<file path="config.mk">
export PLATFORM = sky130hd
export DESIGN_NAME = bbsr_top
export DESIGN_NICKNAME = d
export VERILOG_FILES = /design/src/verilog/bbsr_pkg.sv /design/src/verilog/bbsr_word_if.sv /design/src/verilog/bbsr_stages.sv /design/src/verilog/bbsr_word_buf.sv /design/src/verilog/bbsr_top.sv
export SDC_FILE = /design/constraint.sdc
export NUM_CORES = 1
export LEC_CHECK = 0
export BUFFER_PORTS_ARGS = -buffer_cell sky130_fd_sc_hd__buf_2
export CELL_PAD_IN_SITES_DETAIL_PLACEMENT = 1
export CELL_PAD_IN_SITES_GLOBAL_PLACEMENT = 2
export CORE_MARGIN = 2
export CORE_UTILIZATION = 40
export CTS_CLUSTER_DIAMETER = 150
export DETAILED_ROUTE_END_ITERATION = 7
export MAX_ROUTING_LAYER = met4
export PLACE_DENSITY = 0.87
export SETUP_SLACK_MARGIN = 0.4
export SLEW_MARGIN = 10
export SYNTH_ARGS = -nofsm -noshare
export SYNTH_HDL_FRONTEND = slang
export SYNTH_SLANG_ARGS = --single-unit
</file>
<file path="constraint.sdc">
create_clock -name clock -period 7 [get_ports clock]
set_input_delay 2.1 -clock clock [delete_from_list [all_inputs] [get_ports clock]]
set_output_delay 2.1 -clock clock [all_outputs]
set_load 0.01 [all_outputs]
</file>
<file path="src/verilog/bbsr_pkg.sv">
// constants shared by the bus shift register design
// Function
// RULE1: eight stages load parallel from either bus or serially, word shown in parallel
// RULE2: sixteen two-way lines, eight per bus, roles set by transfer direction
// RULE3: each stage is master-slave, moving data with or without a clock edge
// RULE4: parallel select high, async select low: load bus data on tick rise
// RULE5: parallel select high, async select high: load bus data without tick
// RULE6: direction high: port one in, port two out; low reverses both
// RULE7: port one lines enabled only while port one drive enable is high
// RULE8: parallel, direction high, enable low: stages recirculate, port two still driven
// RULE9: the controller holds data by direction high and port one enable low
// RULE10: parallel select low: shift serial input in on each tick rise
// RULE11: serial mode ignores async select; shifting is always synchronous
// RULE12: serial word goes to port two, or port one when direction low, enable high
// RULE13: serial, enable low, direction low: port one stays off while shifting
// RULE14: parallel, direction low, enable low: load from port two, port one undriven
// RULE15: parallel, direction low, enable high: load from port two, drive port one
// RULE16: parallel, direction high, enable high: load from port one, drive port two
// RULE17: first stage takes serial input, others the previous stage, last is visible
// RULE18: no reset pin; contents are unspecified until first load or shift
package bbsr_pkg;
   localparam int          STAGES          = 8;       // register stages per bus
   localparam int          BUF_DEPTH       = 2;       // words held in the word buffer
   localparam int          SYNC_FLOPS      = 3;       // flops on each pin input
   localparam int          CLOCK_PERIOD_NS = 4;       // 250 MHz system clock
   localparam logic [7:0]  STAGE_RESET     = 8'h00;   // contents after system reset
   // field positions in the packed pin vector
   localparam int          PIN_B_LSB       = 0;
   localparam int          PIN_A_LSB       = 8;
   localparam int          PIN_PODE        = 16;
   localparam int          PIN_DIR         = 17;
   localparam int          PIN_ASYNC       = 18;
   localparam int          PIN_LOAD        = 19;
   localparam int          PIN_SER         = 20;
   localparam int          PIN_TICK        = 21;
   localparam int          PIN_W           = 22;
endpackage : bbsr_pkg

</file>
<file path="src/verilog/bbsr_word_if.sv">
// valid/ready word channel between the register core and its buffer
interface bbsr_word_if #(parameter int W = bbsr_pkg::STAGES);
   logic [W-1:0] data;
   logic         valid;
   logic         ready;
   modport src (output data, output valid, input ready);
   modport snk (input data, input valid, output ready);
endinterface : bbsr_word_if

</file>
<file path="src/verilog/bbsr_stages.sv">
// the eight register stages with parallel and serial entry
module bbsr_stages #(
   parameter int N = bbsr_pkg::STAGES
) (
   // clock and system reset
   input  wire logic         clock,
   input  wire logic         rst,
   // load control
   input  wire logic         load_en,
   input  wire logic         par_en,
   input  wire logic [N-1:0] par_data,
   input  wire logic         ser_in,
   // stored word
   output logic      [N-1:0] q
);
   logic [N-1:0] next_q;

   // per stage steering: parallel word or the neighbour below
   for (genvar i = 0; i < N; i++) begin : g_stage
      always_comb begin
         if (!load_en) begin
            next_q[i] = q[i];
         end else if (par_en) begin
            next_q[i] = par_data[i];                  // see RULE3
         end else if (i == 0) begin
            next_q[i] = ser_in;                       // see RULE17
         end else begin
            next_q[i] = q[i-1];                       // see RULE17
         end
      end
   end

   // rst only gives the model a known start, the stages have no reset pin
   always_ff @(posedge clock) begin
      if (rst) begin
         q <= N'(bbsr_pkg::STAGE_RESET);              // see RULE18
      end else begin
         q <= next_q;                                 // see RULE1
      end
   end
endmodule : bbsr_stages

</file>
<file path="src/verilog/bbsr_word_buf.sv">
// small word buffer with valid and ready on both sides
module bbsr_word_buf #(
   parameter int W     = bbsr_pkg::STAGES,
   parameter int DEPTH = bbsr_pkg::BUF_DEPTH
) (
   // clock and system reset
   input  wire logic         clock,
   input  wire logic         rst,
   // filling side
   bbsr_word_if.snk          in_port,
   // draining side
   output logic      [W-1:0] out_data,
   output logic              out_valid,
   input  wire logic         out_ready
);
   localparam int AW = (DEPTH > 1) ? $clog2(DEPTH) : 1;
   logic [W-1:0]  mem [DEPTH];
   logic [AW-1:0] wr_ptr;
   logic [AW-1:0] rd_ptr;
   logic [AW:0]   count;
   logic [AW-1:0] next_wr_ptr;
   logic [AW-1:0] next_rd_ptr;
   logic [AW:0]   next_count;
   logic          push;
   logic          pop;

   // honest full and empty from the occupancy count
   assign in_port.ready = (count != (AW+1)'(DEPTH));
   assign out_valid     = (count != '0);
   assign out_data      = mem[rd_ptr];
   assign push          = in_port.valid && in_port.ready;
   assign pop           = out_valid && out_ready;

   // pointer and count next values
   always_comb begin
      next_wr_ptr = wr_ptr;
      next_rd_ptr = rd_ptr;
      if (push) begin
         next_wr_ptr = (wr_ptr == AW'(DEPTH-1)) ? '0 : wr_ptr + 1'b1;
      end
      if (pop) begin
         next_rd_ptr = (rd_ptr == AW'(DEPTH-1)) ? '0 : rd_ptr + 1'b1;
      end
      next_count = count + (AW+1)'(push) - (AW+1)'(pop);
   end

   // registers; storage needs no reset since count guards it
   always_ff @(posedge clock) begin
      if (rst) begin
         wr_ptr <= '0;
         rd_ptr <= '0;
         count  <= '0;
      end else begin
         wr_ptr <= next_wr_ptr;
         rd_ptr <= next_rd_ptr;
         count  <= next_count;
      end
      if (push) begin
         mem[wr_ptr] <= in_port.data;
      end
   end

   AST_BUF_NO_OVERFLOW: assert property (@(posedge clock) disable iff (rst) // see RULE1
      count <= (AW+1)'(DEPTH)) else $error("word buffer overflow");
endmodule : bbsr_word_buf

</file>
<file path="src/verilog/bbsr_top.sv">
// bus shift register: pin filtering, mode steering, bus drive and word stream
module bbsr_top #(
   parameter int N = bbsr_pkg::STAGES
) (
   // clock and system reset
   input  wire logic         clock,
   input  wire logic         rst,
   // control pins
   input  wire logic         shift_tick,
   input  wire logic         serial_in,
   input  wire logic         load_sel,
   input  wire logic         async_sel,
   input  wire logic         dir_a_to_b,
   input  wire logic         port_one_drive_enable,
   // port one lines
   input  wire logic [N-1:0] a_in,
   output logic      [N-1:0] a_out,
   output logic              a_oe_n,
   // port two lines
   input  wire logic [N-1:0] b_in,
   output logic      [N-1:0] b_out,
   output logic              b_oe_n,
   // cascade output
   output logic              last_stage,
   // stream of every word the stages take
   output logic      [N-1:0] word_data,
   output logic              word_valid,
   input  wire logic         word_ready
);
   localparam int PW = bbsr_pkg::PIN_W;

   ////////////////////////////////////////////////////////////////////////////
   // pin synchronisers
   //
   // every pin crosses into the clock here
   // three flops per pin, two must agree
   // a change shows four edges later
   // same latency for data and tick pins
   // a level flipping every cycle is held,
   // so a floating bus loads no noise
   // trade-off: short pulses may be missed
   // keep the tick high and low three clocks
   // flops reset to zero, every pin's idle

   logic [PW-1:0] raw;
   logic [PW-1:0] sync1;
   logic [PW-1:0] sync2;
   logic [PW-1:0] sync3;
   logic [PW-1:0] filt;
   logic [PW-1:0] next_filt;

   // all pins share one vector so their latency matches
   assign raw = {shift_tick, serial_in, load_sel, async_sel,
                 dir_a_to_b, port_one_drive_enable, a_in, b_in};

   // a bit changes only once the second and third flops agree
   always_comb begin
      next_filt = (~(sync2 ^ sync3) & sync2) | ((sync2 ^ sync3) & filt);
   end

   // the first flop feeds nothing but the second
   always_ff @(posedge clock) begin
      if (rst) begin
         sync1 <= '0;
         sync2 <= '0;
         sync3 <= '0;
         filt  <= '0;
      end else begin
         sync1 <= raw;
         sync2 <= sync1;
         sync3 <= sync2;
         filt  <= next_filt;
      end
   end

   ////////////////////////////////////////////////////////////////////////////
   // filtered pin levels

   logic [N-1:0] a_f;
   logic [N-1:0] b_f;
   logic         pode_f;
   logic         dir_f;
   logic         async_f;
   logic         load_f;
   logic         ser_f;
   logic         tick_f;

   assign b_f     = filt[bbsr_pkg::PIN_B_LSB +: N];
   assign a_f     = filt[bbsr_pkg::PIN_A_LSB +: N];
   assign pode_f  = filt[bbsr_pkg::PIN_PODE];
   assign dir_f   = filt[bbsr_pkg::PIN_DIR];
   assign async_f = filt[bbsr_pkg::PIN_ASYNC];
   assign load_f  = filt[bbsr_pkg::PIN_LOAD];
   assign ser_f   = filt[bbsr_pkg::PIN_SER];
   assign tick_f  = filt[bbsr_pkg::PIN_TICK];

   ////////////////////////////////////////////////////////////////////////////
   // mode decode
   //
   // load_sel low: serial, async ignored
   // load_sel high: parallel entry
   // dir high, enable high: from port one
   // dir high, enable low: recirculate
   // dir low: from port two
   // hold a word with dir high, enable low
   // limitation: async load lands five
   // clocks after the bus settles
   // a turnaround shows the old word first

   logic         par_mode;
   logic         async_load;
   logic         from_a;
   logic         recirc;
   logic [N-1:0] q;
   logic [N-1:0] par_word;

   // the async select means nothing in serial mode
   assign par_mode   = load_f;                                    // see RULE10
   assign async_load = par_mode && async_f;                       // see RULE11
   // port one is an input only while its drive enable is high
   assign from_a     = dir_f && pode_f;                           // see RULE7
   // direction high with enable low is the controller's hold setting
   assign recirc     = dir_f && !pode_f;                          // see RULE9

   // source word for a parallel load
   always_comb begin
      if (from_a) begin
         par_word = a_f;                                          // see RULE16
      end else if (recirc) begin
         par_word = q;                                            // see RULE8
      end else begin
         par_word = b_f;                                          // see RULE14
      end
   end

   ////////////////////////////////////////////////////////////////////////////
   // tick edge detection and pending tick
   //
   // only the rising tick edge acts
   // edge flop resets low like the pin,
   // so reset release makes no false edge
   // a full buffer makes a tick pending
   // later ticks in a stall merge into it
   // hazard: merged ticks are lost
   // async mode drops ticks and the pending

   logic tick_d;
   logic tick_rise;
   logic pend;
   logic next_pend;
   logic buf_ready;
   logic fire;
   logic async_upd;
   logic upd;

   assign tick_rise = tick_f && !tick_d;

   // the first tick that meets a full buffer waits rather than being lost
   assign fire      = (tick_rise || pend) && !async_load && buf_ready;  // see RULE4
   // asynchronous transfer follows the bus level, no tick needed
   assign async_upd = async_load && (par_word != q) && buf_ready;      // see RULE5
   assign upd       = fire || async_upd;

   // pending tick next value; a tick in async mode has nothing to do
   always_comb begin
      if (async_load || fire) begin
         next_pend = 1'b0;
      end else begin
         next_pend = pend || tick_rise;
      end
   end

   // tick state registers
   always_ff @(posedge clock) begin
      if (rst) begin
         tick_d <= 1'b0;
         pend   <= 1'b0;
      end else begin
         tick_d <= tick_f;
         pend   <= next_pend;
      end
   end

   ////////////////////////////////////////////////////////////////////////////
   // register stages

   bbsr_stages #(
      .N        (N)
   ) u_stages (
      .clock    (clock),
      .rst      (rst),
      .load_en  (upd),
      .par_en   (par_mode),
      .par_data (par_word),
      .ser_in   (ser_f),
      .q        (q)
   );

   ////////////////////////////////////////////////////////////////////////////
   // word stream through the two-entry buffer

   bbsr_word_if #(.W(N)) word_ch ();

   // every word taken by the stages is offered; a stall holds the stages
   assign word_ch.data  = par_mode ? par_word : {q[N-2:0], ser_f};
   assign word_ch.valid = upd;
   assign buf_ready     = word_ch.ready;

   bbsr_word_buf #(
      .W         (N),
      .DEPTH     (bbsr_pkg::BUF_DEPTH)
   ) u_buf (
      .clock     (clock),
      .rst       (rst),
      .in_port   (word_ch.snk),
      .out_data  (word_data),
      .out_valid (word_valid),
      .out_ready (word_ready)
   );

   ////////////////////////////////////////////////////////////////////////////
   // bus drive
   //
   // drive values ignore the enables
   // only the enables move with the pins
   // pads merge value and low enable
   // enables follow filtered pins directly,
   // so a bus turns four edges after its pins
   // no bus is driven after reset
   // last_stage shares the stage flops

   // both buses carry the stored word straight from the stage flops
   assign a_out      = q;                                         // see RULE2
   assign b_out      = q;                                         // see RULE2
   assign last_stage = q[N-1];                                    // see RULE17

   // port one drives only with direction low and its enable high
   assign a_oe_n = !(!dir_f && pode_f);                           // see RULE15
   // port two drives whenever direction is high, also in recirculation
   assign b_oe_n = !dir_f;                                        // see RULE6

   ////////////////////////////////////////////////////////////////////////////
   // checks
   //
   // checks watch the filtered pins
   // that the steering logic used
   // stage checks look one edge ahead,
   // since the stages update one edge late
   // buffer checks live in the buffer

   AST_SYNC_LOAD_A: assert property (@(posedge clock) disable iff (rst) // see RULE16
      (fire && par_mode && from_a) |=> (q == $past(a_f)))
      else $error("sync load from port one missed");

   AST_LOAD_B: assert property (@(posedge clock) disable iff (rst)      // see RULE14
      (upd && par_mode && !dir_f) |=> (q == $past(b_f)))
      else $error("load from port two missed");

   AST_RECIRC_HOLD: assert property (@(posedge clock) disable iff (rst) // see RULE8
      (par_mode && recirc && $stable(filt)) |=> $stable(q))
      else $error("recirculation changed the word");

   AST_SHIFT: assert property (@(posedge clock) disable iff (rst)       // see RULE10
      (fire && !par_mode) |=> (q == {$past(q[N-2:0]), $past(ser_f)}))
      else $error("serial shift wrong");

   AST_NO_ASYNC_SHIFT: assert property (@(posedge clock) disable iff (rst) // see RULE11
      (!par_mode && !tick_rise && !pend) |=> $stable(q))
      else $error("serial word moved without a tick");

   AST_SYNC_WAITS: assert property (@(posedge clock) disable iff (rst)  // see RULE4
      (par_mode && !async_f && !tick_rise && !pend) |=> $stable(q))
      else $error("sync load without a tick");

   AST_ASYNC_FOLLOW: assert property (@(posedge clock) disable iff (rst) // see RULE5
      (async_load && buf_ready && !recirc) |=> (q == $past(par_word)))
      else $error("async load did not follow the bus");

   AST_A_DRIVE: assert property (@(posedge clock) disable iff (rst)     // see RULE7
      !a_oe_n |-> (pode_f && !dir_f))
      else $error("port one driven while disabled");

   AST_A_OFF_SERIAL: assert property (@(posedge clock) disable iff (rst) // see RULE13
      (!par_mode && !pode_f && !dir_f) |-> a_oe_n)
      else $error("port one driven in serial mode with enable low");

   AST_DIR_ROLES: assert property (@(posedge clock) disable iff (rst)   // see RULE12
      dir_f |-> (!b_oe_n && a_oe_n))
      else $error("bus roles wrong for direction high");

   AST_TICK_LATENCY: assert property (@(posedge clock) disable iff (rst) // see RULE17
      (tick_rise && !par_mode && buf_ready) |=> (q[0] == $past(ser_f)))
      else $error("first stage did not take serial input");

   AST_B_OFF_DIR_LOW: assert property (@(posedge clock) disable iff (rst) // see RULE6
      !dir_f |-> b_oe_n)
      else $error("port two driven with direction low");

   AST_A_SERIAL_DRIVE: assert property (@(posedge clock) disable iff (rst) // see RULE12
      (!par_mode && !dir_f && pode_f) |-> !a_oe_n)
      else $error("port one not driven for serial output");

   AST_B_RECIRC_DRIVE: assert property (@(posedge clock) disable iff (rst) // see RULE8
      recirc |-> !b_oe_n)
      else $error("port two released in recirculation");

   AST_A_OFF_PAR_LOW: assert property (@(posedge clock) disable iff (rst) // see RULE14
      (par_mode && !pode_f) |-> a_oe_n)
      else $error("port one driven with enable low");

   AST_SERIAL_NOT_ASYNC: assert property (@(posedge clock) disable iff (rst) // see RULE11
      !par_mode |-> !async_load)
      else $error("async load in serial mode");

   AST_STALL_HOLDS: assert property (@(posedge clock) disable iff (rst) // see RULE1
      !buf_ready |=> $stable(q))
      else $error("stages moved with the buffer full");

   AST_TICK_KEPT: assert property (@(posedge clock) disable iff (rst) // see RULE10
      (tick_rise && !async_load && !buf_ready) |=> pend)
      else $error("tick lost with the buffer full");

   AST_WORD_OFFERED: assert property (@(posedge clock) disable iff (rst) // see RULE1
      upd |=> word_valid)
      else $error("taken word not offered");

   AST_ASYNC_DROPS_TICK: assert property (@(posedge clock) disable iff (rst) // see RULE5
      async_load |=> !pend)
      else $error("tick kept in async mode");

   AST_SER_B_OFF: assert property (@(posedge clock) disable iff (rst) // see RULE13
      (!par_mode && !dir_f && !pode_f) |-> b_oe_n)
      else $error("port two driven in serial mode");

   AST_ASYNC_SAME_HOLDS: assert property (@(posedge clock) disable iff (rst) // see RULE5
      (async_load && (par_word == q)) |=> $stable(q))
      else $error("async load changed an equal word");

   AST_LAST_FOLLOWS: assert property (@(posedge clock) disable iff (rst) // see RULE17
      (fire && !par_mode) |=> (last_stage == $past(q[N-2])))
      else $error("cascade output did not follow");
endmodule : bbsr_top

</file>
# ---- Word-level counts from Yosys, hierarchy flattened
# Memory sizes are Yosys's and may differ from the RTL's. A register that Yosys moved wholly into a read port is not among the register bits.
# Cells that the tools add are included.
dict set report word_totals {
  ff_bits 102
  mem_bits_rw 16
  inputBits 25
  output_inout_bits 28
  word_cells 60
  memories 1
}
dict set report op_classes {
  add_sub_neg 4
  n_eq_ne 2
  n_mux 17
  bitwise_logic 5
  reduce_logical 21
}
# memory depth width read_ports rd_clocked_by_memory_dff write_ports line
set mem_list {}
lappend mem_list {u_buf.mem 2 8 1 1 1 bbsr_word_buf.sv:17} ;# logic [W-1:0] mem [DEPTH];
# op n
set op_table {}
lappend op_table {{$and A22 B22 Y22} 2}
lappend op_table {{$mux W8} 3}
lappend op_table {{$not A22 Y22} 1}
lappend op_table {{$or A22 B22 Y22} 1}
lappend op_table {{$xor A22 B22 Y22} 1}
lappend op_table {{$mux W1} 14}
lappend op_table {{$logic_and A1 B1 Y1} 11}
lappend op_table {{$ne A8 B8 Y1} 1}
lappend op_table {{$logic_not A1 Y1} 5}
lappend op_table {{$logic_or A1 B1 Y1} 3}
lappend op_table {{$add A1 B1 Y1 const B} 2}
lappend op_table {{$add A2 B1 Y2} 1}
lappend op_table {{$ne A2 B2 Y1 const B} 1}
lappend op_table {{$reduce_bool A2 Y1} 1}
lappend op_table {{$reduce_or A2 Y1} 1}
lappend op_table {{$sub A2 B1 Y2} 1}

# ---- Depth between registers and ports, before layout
# Gate-level depths: netlist of run 1.
dict set report depth {
  ltp_word 11
  mapped_depth 12
  depth_no_buf 9
}

# ---- Modules after synthesis
# Synthesis of run 1 repeated with hierarchy kept, for this count alone.
dict set report unflattened {
  hier_cells 404
  hier_area_um2 4366.7
}
# mod instances cells_each area_per_inst_um2 seq_area_each_um2
set modules_own_cells {}
lappend modules_own_cells {bbsr_top 1 316 3156.8 1801.7}
lappend modules_own_cells {bbsr_word_buf 1 52 840.8 580.6}
lappend modules_own_cells {bbsr_stages 1 36 369.1 160.2}

# ---- Least setup slack after synthesis of run 1
# OpenSTA, ideal clock, no wires.
dict set report synth_path {
  kind {input to register}
  from {input word_ready}
  to {register u_buf.count[1]}
  setup_time_ps 128
  arrival_time_ps 3046
  t_required_ps 6872
  setup_slack_ps 3826
  stages 7
  n_path_buf 0
  path_cell_list {and2_1 ha_1 inv_1 ha_1 xor2_1 xnor2_1 nor2_1}
}
dict set report synth_between {
  elab_chain_cells 2
}
# item line
set synth_lines {}
lappend synth_lines {{start: declaration} bbsr_top.sv:28} ;# input wire logic word_ready
lappend synth_lines {{$logic_and A1 B1 Y1} bbsr_word_buf.sv:32} ;# assign pop = out_valid && out_ready;
lappend synth_lines {{$sub A2 B1 Y2} bbsr_word_buf.sv:44} ;# next_count = count + (AW+1)'(push) - (AW+1)'(pop);
lappend synth_lines {{end signal: assignment} bbsr_word_buf.sv:56} ;# count <= next_count;
lappend synth_lines {{end: declaration} bbsr_word_buf.sv:20} ;# logic [AW:0] count;
# Every way passes these cells.
# A chain may end at the register's enable or synchronous reset.

==> flow_metrics.tcl, run 1 <==
set metrics [dict create \
    root_buffer "clkbuf_8" \
    dp.cells 596 \
    peakVddDrop_mv 0.144 \
    io_pins 53 \
    clockBufferDepth 2 \
    crit_buf_inv 1 \
    die_h_um 110 \
    worstHoldPathType "reg2reg" \
    die_w_um 110 \
    finalCritPeriodShare_pct 52.4 \
    clock-sinks 119 \
    grt_util_all_layers_pct 18.4 \
    postCtsSetupBuffers 0 \
    power.share.clock_pct 49.9 \
    synth-main-ff-cell "dfxtp_1" \
    slowest_stage "dfxtp_1" \
    num_rows 38 \
    critPathCaptureType "output port" \
    fin_tns_setup_ns 0 \
    overflow 0 \
    crit_fanout 8 \
    hpwl_mm 6.34 \
    fillers 1214 \
    setup-violations-final 0 \
    rsz0062_at_grt "no" \
    initial_core_util_pct 41.2 \
    gp_congestion 0.815 \
    antenna_found_initial 0 \
    arrival_ns 1.57 \
    drtIter0Drc 133 \
    power.density_mw_per_mm2 317 \
    layout_min_cycle_time_ns 3.67 \
    io_buffers 52 \
    drive_gt1_share_pct 21.3 \
    path_clk_slew_ns 0.06 \
    cts_resized 0 \
    fin_nets 502 \
    cp-start-kind "register" \
    syn_nets 459 \
    crit_family "flip-flops" \
    synthesis.area_mm2 0.00448 \
    ctsHoldBuffers 0 \
    grt_pass1_wl_mm 16.0 \
    tritoncts "yes" \
    slowest_delay_ns 0.53 \
    comb_power_share_pct 6.8 \
    seq_area_frac_synth_pct 56.7 \
    yosys.area.top_type_share_pct 46.0 \
    via_count 3204 \
    path_depth 2 \
    cap_violations 0 \
    path_cells "mux2_2 > buf_2" \
    postSynthCellCount 432 \
    core-area_mm2 0.0109 \
    avgSynthCellArea_um2 10.4 \
    yosysMostFrequentCell "dfxtp_1" \
    synth-seq-cells 119 \
    grt_max_degree 79 \
    max_freq_mhz 273 \
    numCtsBuffers 17 \
    critPathRequiredTime_ns 4.90 \
    maxSlewViolCount 0 \
    ys_warn_count 0 \
    p_sw_share_pct 22.6 \
    p_leak_nw 2.05 \
    hold_viol 0 \
    synth_edf_count 16 \
    htreeDepth 4 \
    drt_wl_total_mm 9.76 \
    tightest_slew_ns 1.10 \
    clock_latency_ns 0.52 \
    p_int_mw 1.32 \
    slew_headroom_pct 26.3 \
    detail_route.wl_per_cell_um 15.5 \
    finClkSkew_ns 0.00613 \
    synthTopCellsByArea "dfxtp_1, edfxtp_1, nor2b_1" \
    synthTopCellsByCount "dfxtp_1, nor2b_1, a21oi_1, nand2_1, o21ai_0" \
    holdPathStages 1 \
    async_flop_share_pct 0 \
    n_antenna_cell 0 \
    grt_pass1_vias 3249 \
    antenna_left 0 \
    yosysTopAreaCell "dfxtp_1" \
    dr.pass1.iters 4 \
    status "finished, final reports clean" \
    power.switching_uw 385 \
    synthDistinctLibCells 37 \
    area_growth_pct 19.7 \
    pwr-share-seq_pct 43.3 \
    drc 0 \
    via_per_inst 5.10 \
    die_area_mm2 0.0121 \
    crit_type "reg2out" \
    layout.cells.non_filler 628 \
    r2r_cells 6 \
]
worst paths after layout:
path                                           from                        end  slack [ns]
worst min register to register  sync1[8]$_SDFF_PP0_        sync2[8]$_SDFF_PP0_        0.44
worst max register to register             register  u_buf.mem[0][5]$_DFFE_PP_        4.09
worst min-delay path            sync1[8]$_SDFF_PP0_        sync2[8]$_SDFF_PP0_        0.44
worst max-delay path                       register               word_data[0]        3.33
kinds of logic (layout without fill, tap and decap cells):
family / after synthesis / in the layout / share of synthesized area [%]
compound gates: 101 / 101 / 14.2
simple gates: 134 / 134 / 16.5
mux: 24 / 24 / 5.80
xor+xnor: 7 / 7 / 1.37
fa+ha+maj: 2 / 2 / 0.558
flops: 119 / 119 / 56.7
buf+inv: 45 / 101 / 4.83
power groups by stage:
stage / Sequential (mW) / Combinational [mW] / Clock [mW]
6_report: 0.737 / 0.115 / 0.850
5_1_grt: 0.742 / 0.129 / 0.905
4_1_cts: 0.738 / 0.117 / 0.867
3_5_place_dp: 0.752 / 0.115 / 0
3_3_place_gp: 0.750 / 0.112 / 0
2_1_floorplan: 0.743 / 0.0883 / 0
cell type report:
class	instances	area (µm²)	area share (%)
clock buffers	22	474	8.83
clock inverters	10	113	2.10
inverters	13	48.8	0.909
multi-input cells	268	1730	32.1
flip-flops and latches	119	2540	47.4
well taps	140	175	3.26
repair buffers	56	290	5.41
per-layer routing:
| metal | routed length (µm) | global-route usage [%] |
|---|---|---|
| met5 | 0 | - |
| met3 | 403 | 6.76 |
| met2 | 4910 | 29.3 |
| met1 | 4330 | 21.6 |
| met4 | 107 | 5.97 |
worst register-to-register path, cell delays in order, from the launching register on:
cell      delay [ns]
dfxtp_1         0.65
buf_4           0.29
nand3_1         0.10
a32oi_1         0.22
or4_1           0.38
o21bai_1        0.19
a21oi_1         0.70
placed cells by master (no fill, tap or decap), drive strengths merged, types with 2 or more instances in the layout:
cell type  instances
dfxtp            103
nor2b             72
buf               56
a21oi             35
nand2             28
o21ai             26
clkbuf            22
inv               17
mux2              16
edfxtp            16
nor2              13
o211ai            10
a32oi             10
o311ai             9
mux2i              8
xnor2              6
and3               4
nand2b             3
and3b              3
o32ai              3
clkinv             3
and2               2
nand3              2
nand3b             2
o21a               2
nor3               2
ha                 2
bufinv             2
or2                2
per-stage QoR:
step                instance area [µm²]  util (%)  setup WS, ns  hold slack, ns  power [mW]
floorplan                          4480         -          3.83           0.414       0.831
global placement                   4780      43.9          3.61           0.417       0.862
detailed placement                 4780      43.9          3.60           0.428       0.867
CTS                                5370      49.3          3.28           0.442        1.72
global route                       5370      49.3          3.21           0.445        1.78
finish                             5370      49.3          3.33           0.437        1.70
Power figures use the tool's default switching activity.
==> inputs of run 2 (changes only) <==
--- a/config.mk
+++ b/config.mk
@@ -5,15 +5,16 @@
 export SDC_FILE = /design/constraint.sdc
 export NUM_CORES = 1
 export LEC_CHECK = 0
+export ABC_AREA = 1
 export BUFFER_PORTS_ARGS = -buffer_cell sky130_fd_sc_hd__buf_2
 export CELL_PAD_IN_SITES_DETAIL_PLACEMENT = 1
 export CELL_PAD_IN_SITES_GLOBAL_PLACEMENT = 2
 export CORE_MARGIN = 2
-export CORE_UTILIZATION = 40
+export CORE_UTILIZATION = 31
 export CTS_CLUSTER_DIAMETER = 150
 export DETAILED_ROUTE_END_ITERATION = 7
 export MAX_ROUTING_LAYER = met4
-export PLACE_DENSITY = 0.87
+export PLACE_DENSITY = 0.78
 export SETUP_SLACK_MARGIN = 0.4
 export SLEW_MARGIN = 10
 export SYNTH_ARGS = -nofsm -noshare
==> constraint.sdc (replaced) <==
create_clock -name clock -period 3.09 [get_ports clock]
set_input_delay 0.927 -clock clock [delete_from_list [all_inputs] [get_ports clock]]
set_output_delay 0.927 -clock clock [all_outputs]
set_load 0.01 [all_outputs]
==> run 2 against run 1 <==
Effect of this change: die area rose by 25%; worst setup slack got worse by 2.6 ns; wire length fell by 6.5%; sequential share of layout area fell by 0.47 points; synthesized cell count rose by 22%; register-to-register slack got worse by 3.4 ns; global-route usage fell by 4.4 points; via count rose by 3.2%; sequential power rose by 120%; clock skew fell by 0.0011 ns; clock power rose to 2.6 times the previous value.
==> flow_metrics.tcl, run 2 <==
set metrics [dict create \
    status "finished, final reports clean" \
    core-area_mm2 0.0139 \
    synth_edf_count 16 \
    path_clk_slew_ns 0.05 \
    final_cell_mix "dfxtp_1, nor2_1, inv_1" \
    tritoncts "yes" \
    fin_tns_setup_ns 0 \
    max_freq_mhz 419 \
    slowest_delay_ns 0.46 \
    dp.cells 734 \
    min_to "sync2[6]$_SDFF_PP0_" \
    clock_latency_ns 0.41 \
    hold_path_startpoint "sync1[6]$_SDFF_PP0_" \
    reg2reg_slack_ns 0.71 \
    power.density_mw_per_mm2 729 \
    layout_min_cycle_time_ns 2.38 \
    arrival_ns 2.72 \
    numCtsBuffers 17 \
    grt_util_all_layers_pct 14.0 \
    fin_nets 600 \
    synthTopCellsByCount "dfxtp_1, nor2_1, inv_1, nand2_1, o21ai_0" \
    layout.cells.non_filler 766 \
    synth-seq-cells 119 \
    via_count 3307 \
    grt_max_degree 70 \
    drtIter0Drc 109 \
    detail_route.wl_per_cell_um 11.9 \
    cpMostUsedCell "nand2_1" \
    grt_pass1_vias 3372 \
    drive_gt1_share_pct 18.8 \
    grt_pass1_wl_mm 15.7 \
    worstHoldPathType "reg2reg" \
    critPathRequiredTime_ns 3.43 \
    hold_viol 0 \
    holdPathStages 2 \
    finalCritPeriodShare_pct 77.2 \
    synthTopCellsByArea "dfxtp_1, edfxtp_1, nor2_1" \
    p_leak_nw 2.42 \
    layout_commonest_cell "dfxtp_1" \
    slowest_stage "dfxtp_4" \
    antenna_left 0 \
    via_per_inst 4.32 \
    io_buffers 52 \
    yosys.area.top_type_share_pct 46.9 \
    cap_violations 0 \
    r2r_cells 15 \
    rsz0062_at_grt "no" \
    avgSynthCellArea_um2 8.37 \
    area_growth_pct 23.6 \
    ys_warn_count 0 \
    io_pins 53 \
    hpwl_mm 6.48 \
    num_rows 43 \
    setup-violations-final 0 \
    die_h_um 123 \
    dr.pass1.iters 4 \
    finClkSkew_ns 0.00498 \
    n_antenna_cell 0 \
    overflow 0 \
    synthDistinctLibCells 27 \
    regToRegEndpoint "u_buf.count[1]$_SDFF_PP0_" \
    path_cells "inv_2 > nor2_2 > nand2_1 > nand3_1 > nand2_1 > nand2_1 > nand2_1 > nor2_1 > nand2_1 > nand2_4 > nand2_4 > ha_1 > xor2_1 > o21ai_0 > a21oi_1" \
    tightest_slew_ns 0.685 \
    maxSlewViolCount 0 \
    htreeDepth 4 \
    root_buffer "clkbuf_16" \
    slew_headroom_pct 54.3 \
    peakVddDrop_mv 0.274 \
    seq_area_frac_synth_pct 57.9 \
    crit_fanout 21 \
    drc 0 \
    postSynthCellCount 525 \
    syn_nets 552 \
    clock-sinks 119 \
    gp_congestion 0.809 \
    synth-main-ff-cell "dfxtp_1" \
    die_area_mm2 0.0151 \
    yosysMostFrequentCell "dfxtp_1" \
    initial_core_util_pct 31.6 \
    synthesis.area_mm2 0.00439 \
    crit_type "reg2reg" \
    clockBufferDepth 2 \
    drt_wl_total_mm 9.12 \
    cp-start-kind "register" \
    die_w_um 123 \
    yosysTopAreaCell "dfxtp_1" \
    critPathCaptureType "register" \
    async_flop_share_pct 0 \
    antenna_found_initial 0 \
]
[run 2: changes by cell type after synthesis, sizes merged, moves of 22 or more]
cell,delta
nor2,+99
nor2b,-72
nand3,+22
nand2,+35
inv,+85
[run 2: per-stage QoR]
step           total power [mW]  area (µm²)  worst slack [ns]  hold WS, ns  util, %
6_report                   3.96        5430             0.706        0.402     39.1
5_1_grt                    4.13        5430             0.471        0.422     39.1
4_1_cts                    4.03        5430             0.594        0.405     39.1
3_5_place_dp               1.82        4750             0.392        0.398     34.2
3_3_place_gp               1.81        4750             0.528        0.390     34.2
2_1_floorplan              1.76        4390              1.10        0.388        -
[run 2: worst max-delay path: cells and delay by family, from the launching register on]
kind            cells  cell delay (ns)
buf+inv             1             0.09
compound gates      2             0.28
fa+ha+maj           1             0.24
xor+xnor            1             0.17
simple gates       10             1.07
flops               1             0.46
[run 2: worst max path at each step]
stage	start	endpoint	slack, ns	cells past startpoint
after global routing	register	u_buf.count[1]$_SDFF_PP0_	0.47	15
final	register	u_buf.count[1]$_SDFF_PP0_	0.71	15
after floorplan	register	u_buf.mem[0][0]$_DFFE_PP_	1.10	13
after CTS	register	u_buf.mem[0][1]$_DFFE_PP_	0.59	12
after detailed placement	register	u_buf.mem[0][5]$_DFFE_PP_	0.39	12
after global placement	register	u_buf.mem[0][3]$_DFFE_PP_	0.53	12
[run 2: where the power goes]
group          switching, mW  internal (mW)
Sequential            0.0246           1.61
Clock                  0.647           1.53
Combinational         0.0822         0.0633
Total                  0.754           3.20
[run 2: what timing repair did]
action	in CTS	in global routing
resized for setup	1	2
buffers inserted	0	0
endpoints found under the setup margin	9	9
hold buffers	0	0
[run 2: metal layers]
| metal | global-route usage [%] | share of wire, % |
|---|---|---|
| met5 | - | 0 |
| met4 | 5.68 | 1.8 |
| met3 | 4.57 | 3.7 |
| met2 | 23.2 | 49 |
| met1 | 15.6 | 45 |
[run 2: cell type report]
| cell class | count | area, µm² |
|---|---|---|
| clock buffer | 26 | 542 |
| multi-input combinational | 283 | 1340 |
| inverter | 98 | 373 |
| clock inverter | 6 | 130 |
| tap | 180 | 225 |
| timing repair buffer | 54 | 275 |
| sequential | 119 | 2550 |
| fill | 1678 | 8450 |
[run 2: kinds of logic after synthesis]
logic type	count (synthesis)	share of synthesized area, %
adders and majority gates	2	0.570
AOI/OAI and AO/OA	56	6.44
xor gates and xnor gates	1	0.199
muxes	8	2.05
and+or+nand+nor	216	21.2
DFF	119	57.9
buffers and inverters	123	11.7
==> inputs of run 3 (changes only) <==
--- a/config.mk
+++ b/config.mk
@@ -5,16 +5,16 @@
 export SDC_FILE = /design/constraint.sdc
 export NUM_CORES = 1
 export LEC_CHECK = 0
-export ABC_AREA = 1
+export ABC_AREA = 0
 export BUFFER_PORTS_ARGS = -buffer_cell sky130_fd_sc_hd__buf_2
 export CELL_PAD_IN_SITES_DETAIL_PLACEMENT = 1
 export CELL_PAD_IN_SITES_GLOBAL_PLACEMENT = 2
 export CORE_MARGIN = 2
-export CORE_UTILIZATION = 31
+export CORE_UTILIZATION = 37
 export CTS_CLUSTER_DIAMETER = 150
 export DETAILED_ROUTE_END_ITERATION = 7
 export MAX_ROUTING_LAYER = met4
-export PLACE_DENSITY = 0.78
+export PLACE_DENSITY = 0.81
 export SETUP_SLACK_MARGIN = 0.4
 export SLEW_MARGIN = 10
 export SYNTH_ARGS = -nofsm -noshare
==> constraint.sdc (replaced) <==
create_clock -name clock -period 2.5 [get_ports clock]
set_input_delay 0.75 -clock clock [delete_from_list [all_inputs] [get_ports clock]]
set_output_delay 0.75 -clock clock [all_outputs]
set_load 0.01 [all_outputs]
==> run 3 against run 2 <==
Effect of this change: cell count fell by 15%; non-clock buffer count rose by 18; first-iteration DRC count fell by 2.8%; power rose by 25%; largest power group unchanged; utilization rose by 9.2 points; clock skew rose by 0.0018 ns; global-route usage rose by 2.2 points; fmax rose by 9.2%; largest cell class unchanged; critical path type unchanged; register-to-register slack got worse by 0.39 ns.
==> flow_metrics.tcl, run 3 (synthesis results as in run 1) <==
set metrics [dict create \
    tightest_slew_ns 0.764 \
    p_total_mw 4.94 \
    via_per_inst 4.95 \
    io_buffers 52 \
    clock-sinks 119 \
    core-area_mm2 0.0119 \
    crit_buf_inv 1 \
    finClkSkew_ns 0.00680 \
    cp-start-kind "register" \
    holdWs_ns 0.435 \
    worstHoldPathType "reg2reg" \
    status "finished, final reports clean" \
    met2_usage_pct 26.2 \
    die_h_um 114 \
    final_cell_mix "dfxtp_1, nor2b_1, buf_2" \
    detail_route.wl_per_cell_um 14.8 \
    setup_slack_ns 0.317 \
    io_pins 53 \
    clock_latency_ns 0.41 \
    fin_nets 519 \
    drt_wl_total_mm 9.63 \
    power.density_mw_per_mm2 858 \
    post-place-ws_ns 0.121 \
    finalCritPeriodShare_pct 87.3 \
    critPathRequiredTime_ns 2.80 \
    crit_type "reg2reg" \
    ctsHoldBuffers 0 \
    grt_pass1_vias 3346 \
    drc 0 \
    dr.pass1.iters 4 \
    die_w_um 114 \
    dp.cells 613 \
    slowest_stage "or4_4" \
    fin_tns_setup_ns 0 \
    grt.met3_usage_pct 4.82 \
    layout_commonest_cell "dfxtp_1" \
    htreeDepth 4 \
    crit_family "simple AND/OR/NAND/NOR gates" \
    setup-violations-final 0 \
    drtIter0Drc 106 \
    slowest_delay_ns 0.55 \
    grt_max_degree 79 \
    layout.cells.non_filler 652 \
    p_leak_nw 2.19 \
    cap_violations 0 \
    crit_fanout 5 \
    hold_path_startpoint "sync1[10]$_SDFF_PP0_" \
    drive_gt1_share_pct 28.9 \
    die_area_mm2 0.0130 \
    path_cells "buf_6 > nand2b_4 > a32oi_1 > or4_4 > o21bai_4 > nand2_1 > ha_2 > xor2_2 > xnor2_1 > nor2_1" \
    hpwl_mm 6.38 \
    antenna_found_initial 0 \
    rsz0062_at_grt "yes" \
    via_count 3227 \
    hold_viol 0 \
    overflow 0 \
    clockBufferDepth 2 \
    maxSlewViolCount 0 \
    area_growth_pct 28.3 \
    critPathCaptureType "register" \
    slew_headroom_pct 49.0 \
    antenna_left 0 \
    layout_min_cycle_time_ns 2.18 \
    n_antenna_cell 0 \
    num_rows 40 \
    grt_pass1_wl_mm 15.8 \
    path_clk_slew_ns 0.05 \
    arrival_ns 2.48 \
    tritoncts "yes" \
    root_buffer "clkbuf_16" \
    max_freq_mhz 458 \
    numCtsBuffers 17 \
    use_met1_pct 18.7 \
    gp_congestion 0.768 \
    peakVddDrop_mv 0.353 \
    busiest_layer "met2" \
    initial_core_util_pct 37.6 \
    grt_util_all_layers_pct 16.2 \
]
-- run 3: cell types whose count changed in the layout (fill, tap and decap cells not counted), sizes merged, moves of 10 or more --
cell / previous run / this run
nand3: 24 / 2
inv: 98 / 13
a32oi: 0 / 10
nor2: 112 / 13
nor2b: 0 / 72
nand2: 63 / 28
o211ai: 0 / 10
buf: 54 / 71
-- run 3: final timing paths --
| kind | endpoint | slack (ns) | cells past startpoint |
|---|---|---|---|
| worst max-delay path | u_buf.count[1]$_SDFF_PP0_ | 0.32 | 10 |
| worst min-delay path | sync2[10]$_SDFF_PP0_ | 0.44 | 1 |
| worst max register to register | u_buf.count[1]$_SDFF_PP0_ | 0.32 | 10 |
| worst min register to register | sync2[10]$_SDFF_PP0_ | 0.44 | 1 |
-- run 3: what timing repair did --
item | in CTS | in global routing
endpoints found under the setup margin | 36 | 36
pin swaps | 6 | 12
resized for setup | 17 | 15
cloned | 1 | 2
setup buffers | 3 | 1
-- run 3: area by class of cell --
| type | count | area, µm² |
|---|---|---|
| clock buffers | 25 | 505 |
| clock inverters | 7 | 115 |
| fillers | 1307 | 6160 |
| inverters | 13 | 48.8 |
| multi-input cells | 269 | 1870 |
| flip-flops and latches | 119 | 2550 |
| well taps | 147 | 184 |
| repair buffers | 72 | 472 |
-- run 3: per-stage QoR --
| step | util, % | area [µm²] |
|---|---|---|
| after floorplan | - | 4500 |
| after global placement | 41.1 | 4890 |
| after detailed placement | 41.1 | 4890 |
| after CTS | 47.3 | 5640 |
| after global routing | 48.3 | 5750 |
| final | 48.3 | 5750 |
-- run 3: report_power, final --
| group | switching, mW | internal, mW |
|---|---|---|
| clock network | 0.801 | 1.69 |
| logic | 0.195 | 0.185 |
| registers | 0.0532 | 2.01 |
| total | 1.05 | 3.89 |
-- run 3: worst register-to-register path, delay by kind of cell (launching register included) --
| kind | cells | cell delay (ns) |
|---|---|---|
| simple gates | 4 | 0.80 |
| buf+inv | 1 | 0.12 |
| compound gates | 2 | 0.29 |
| fa+ha+maj | 1 | 0.18 |
| xor+xnor | 2 | 0.27 |
| flops | 1 | 0.42 |
-- run 3: per-layer routing --
metal | vias to the layer above | routed length, µm
met5 | - | 0
met4 | 0 | 206
met3 | 20 | 337
met2 | 61 | 4680
met1 | 1535 | 4410
li1 | 1611 | -
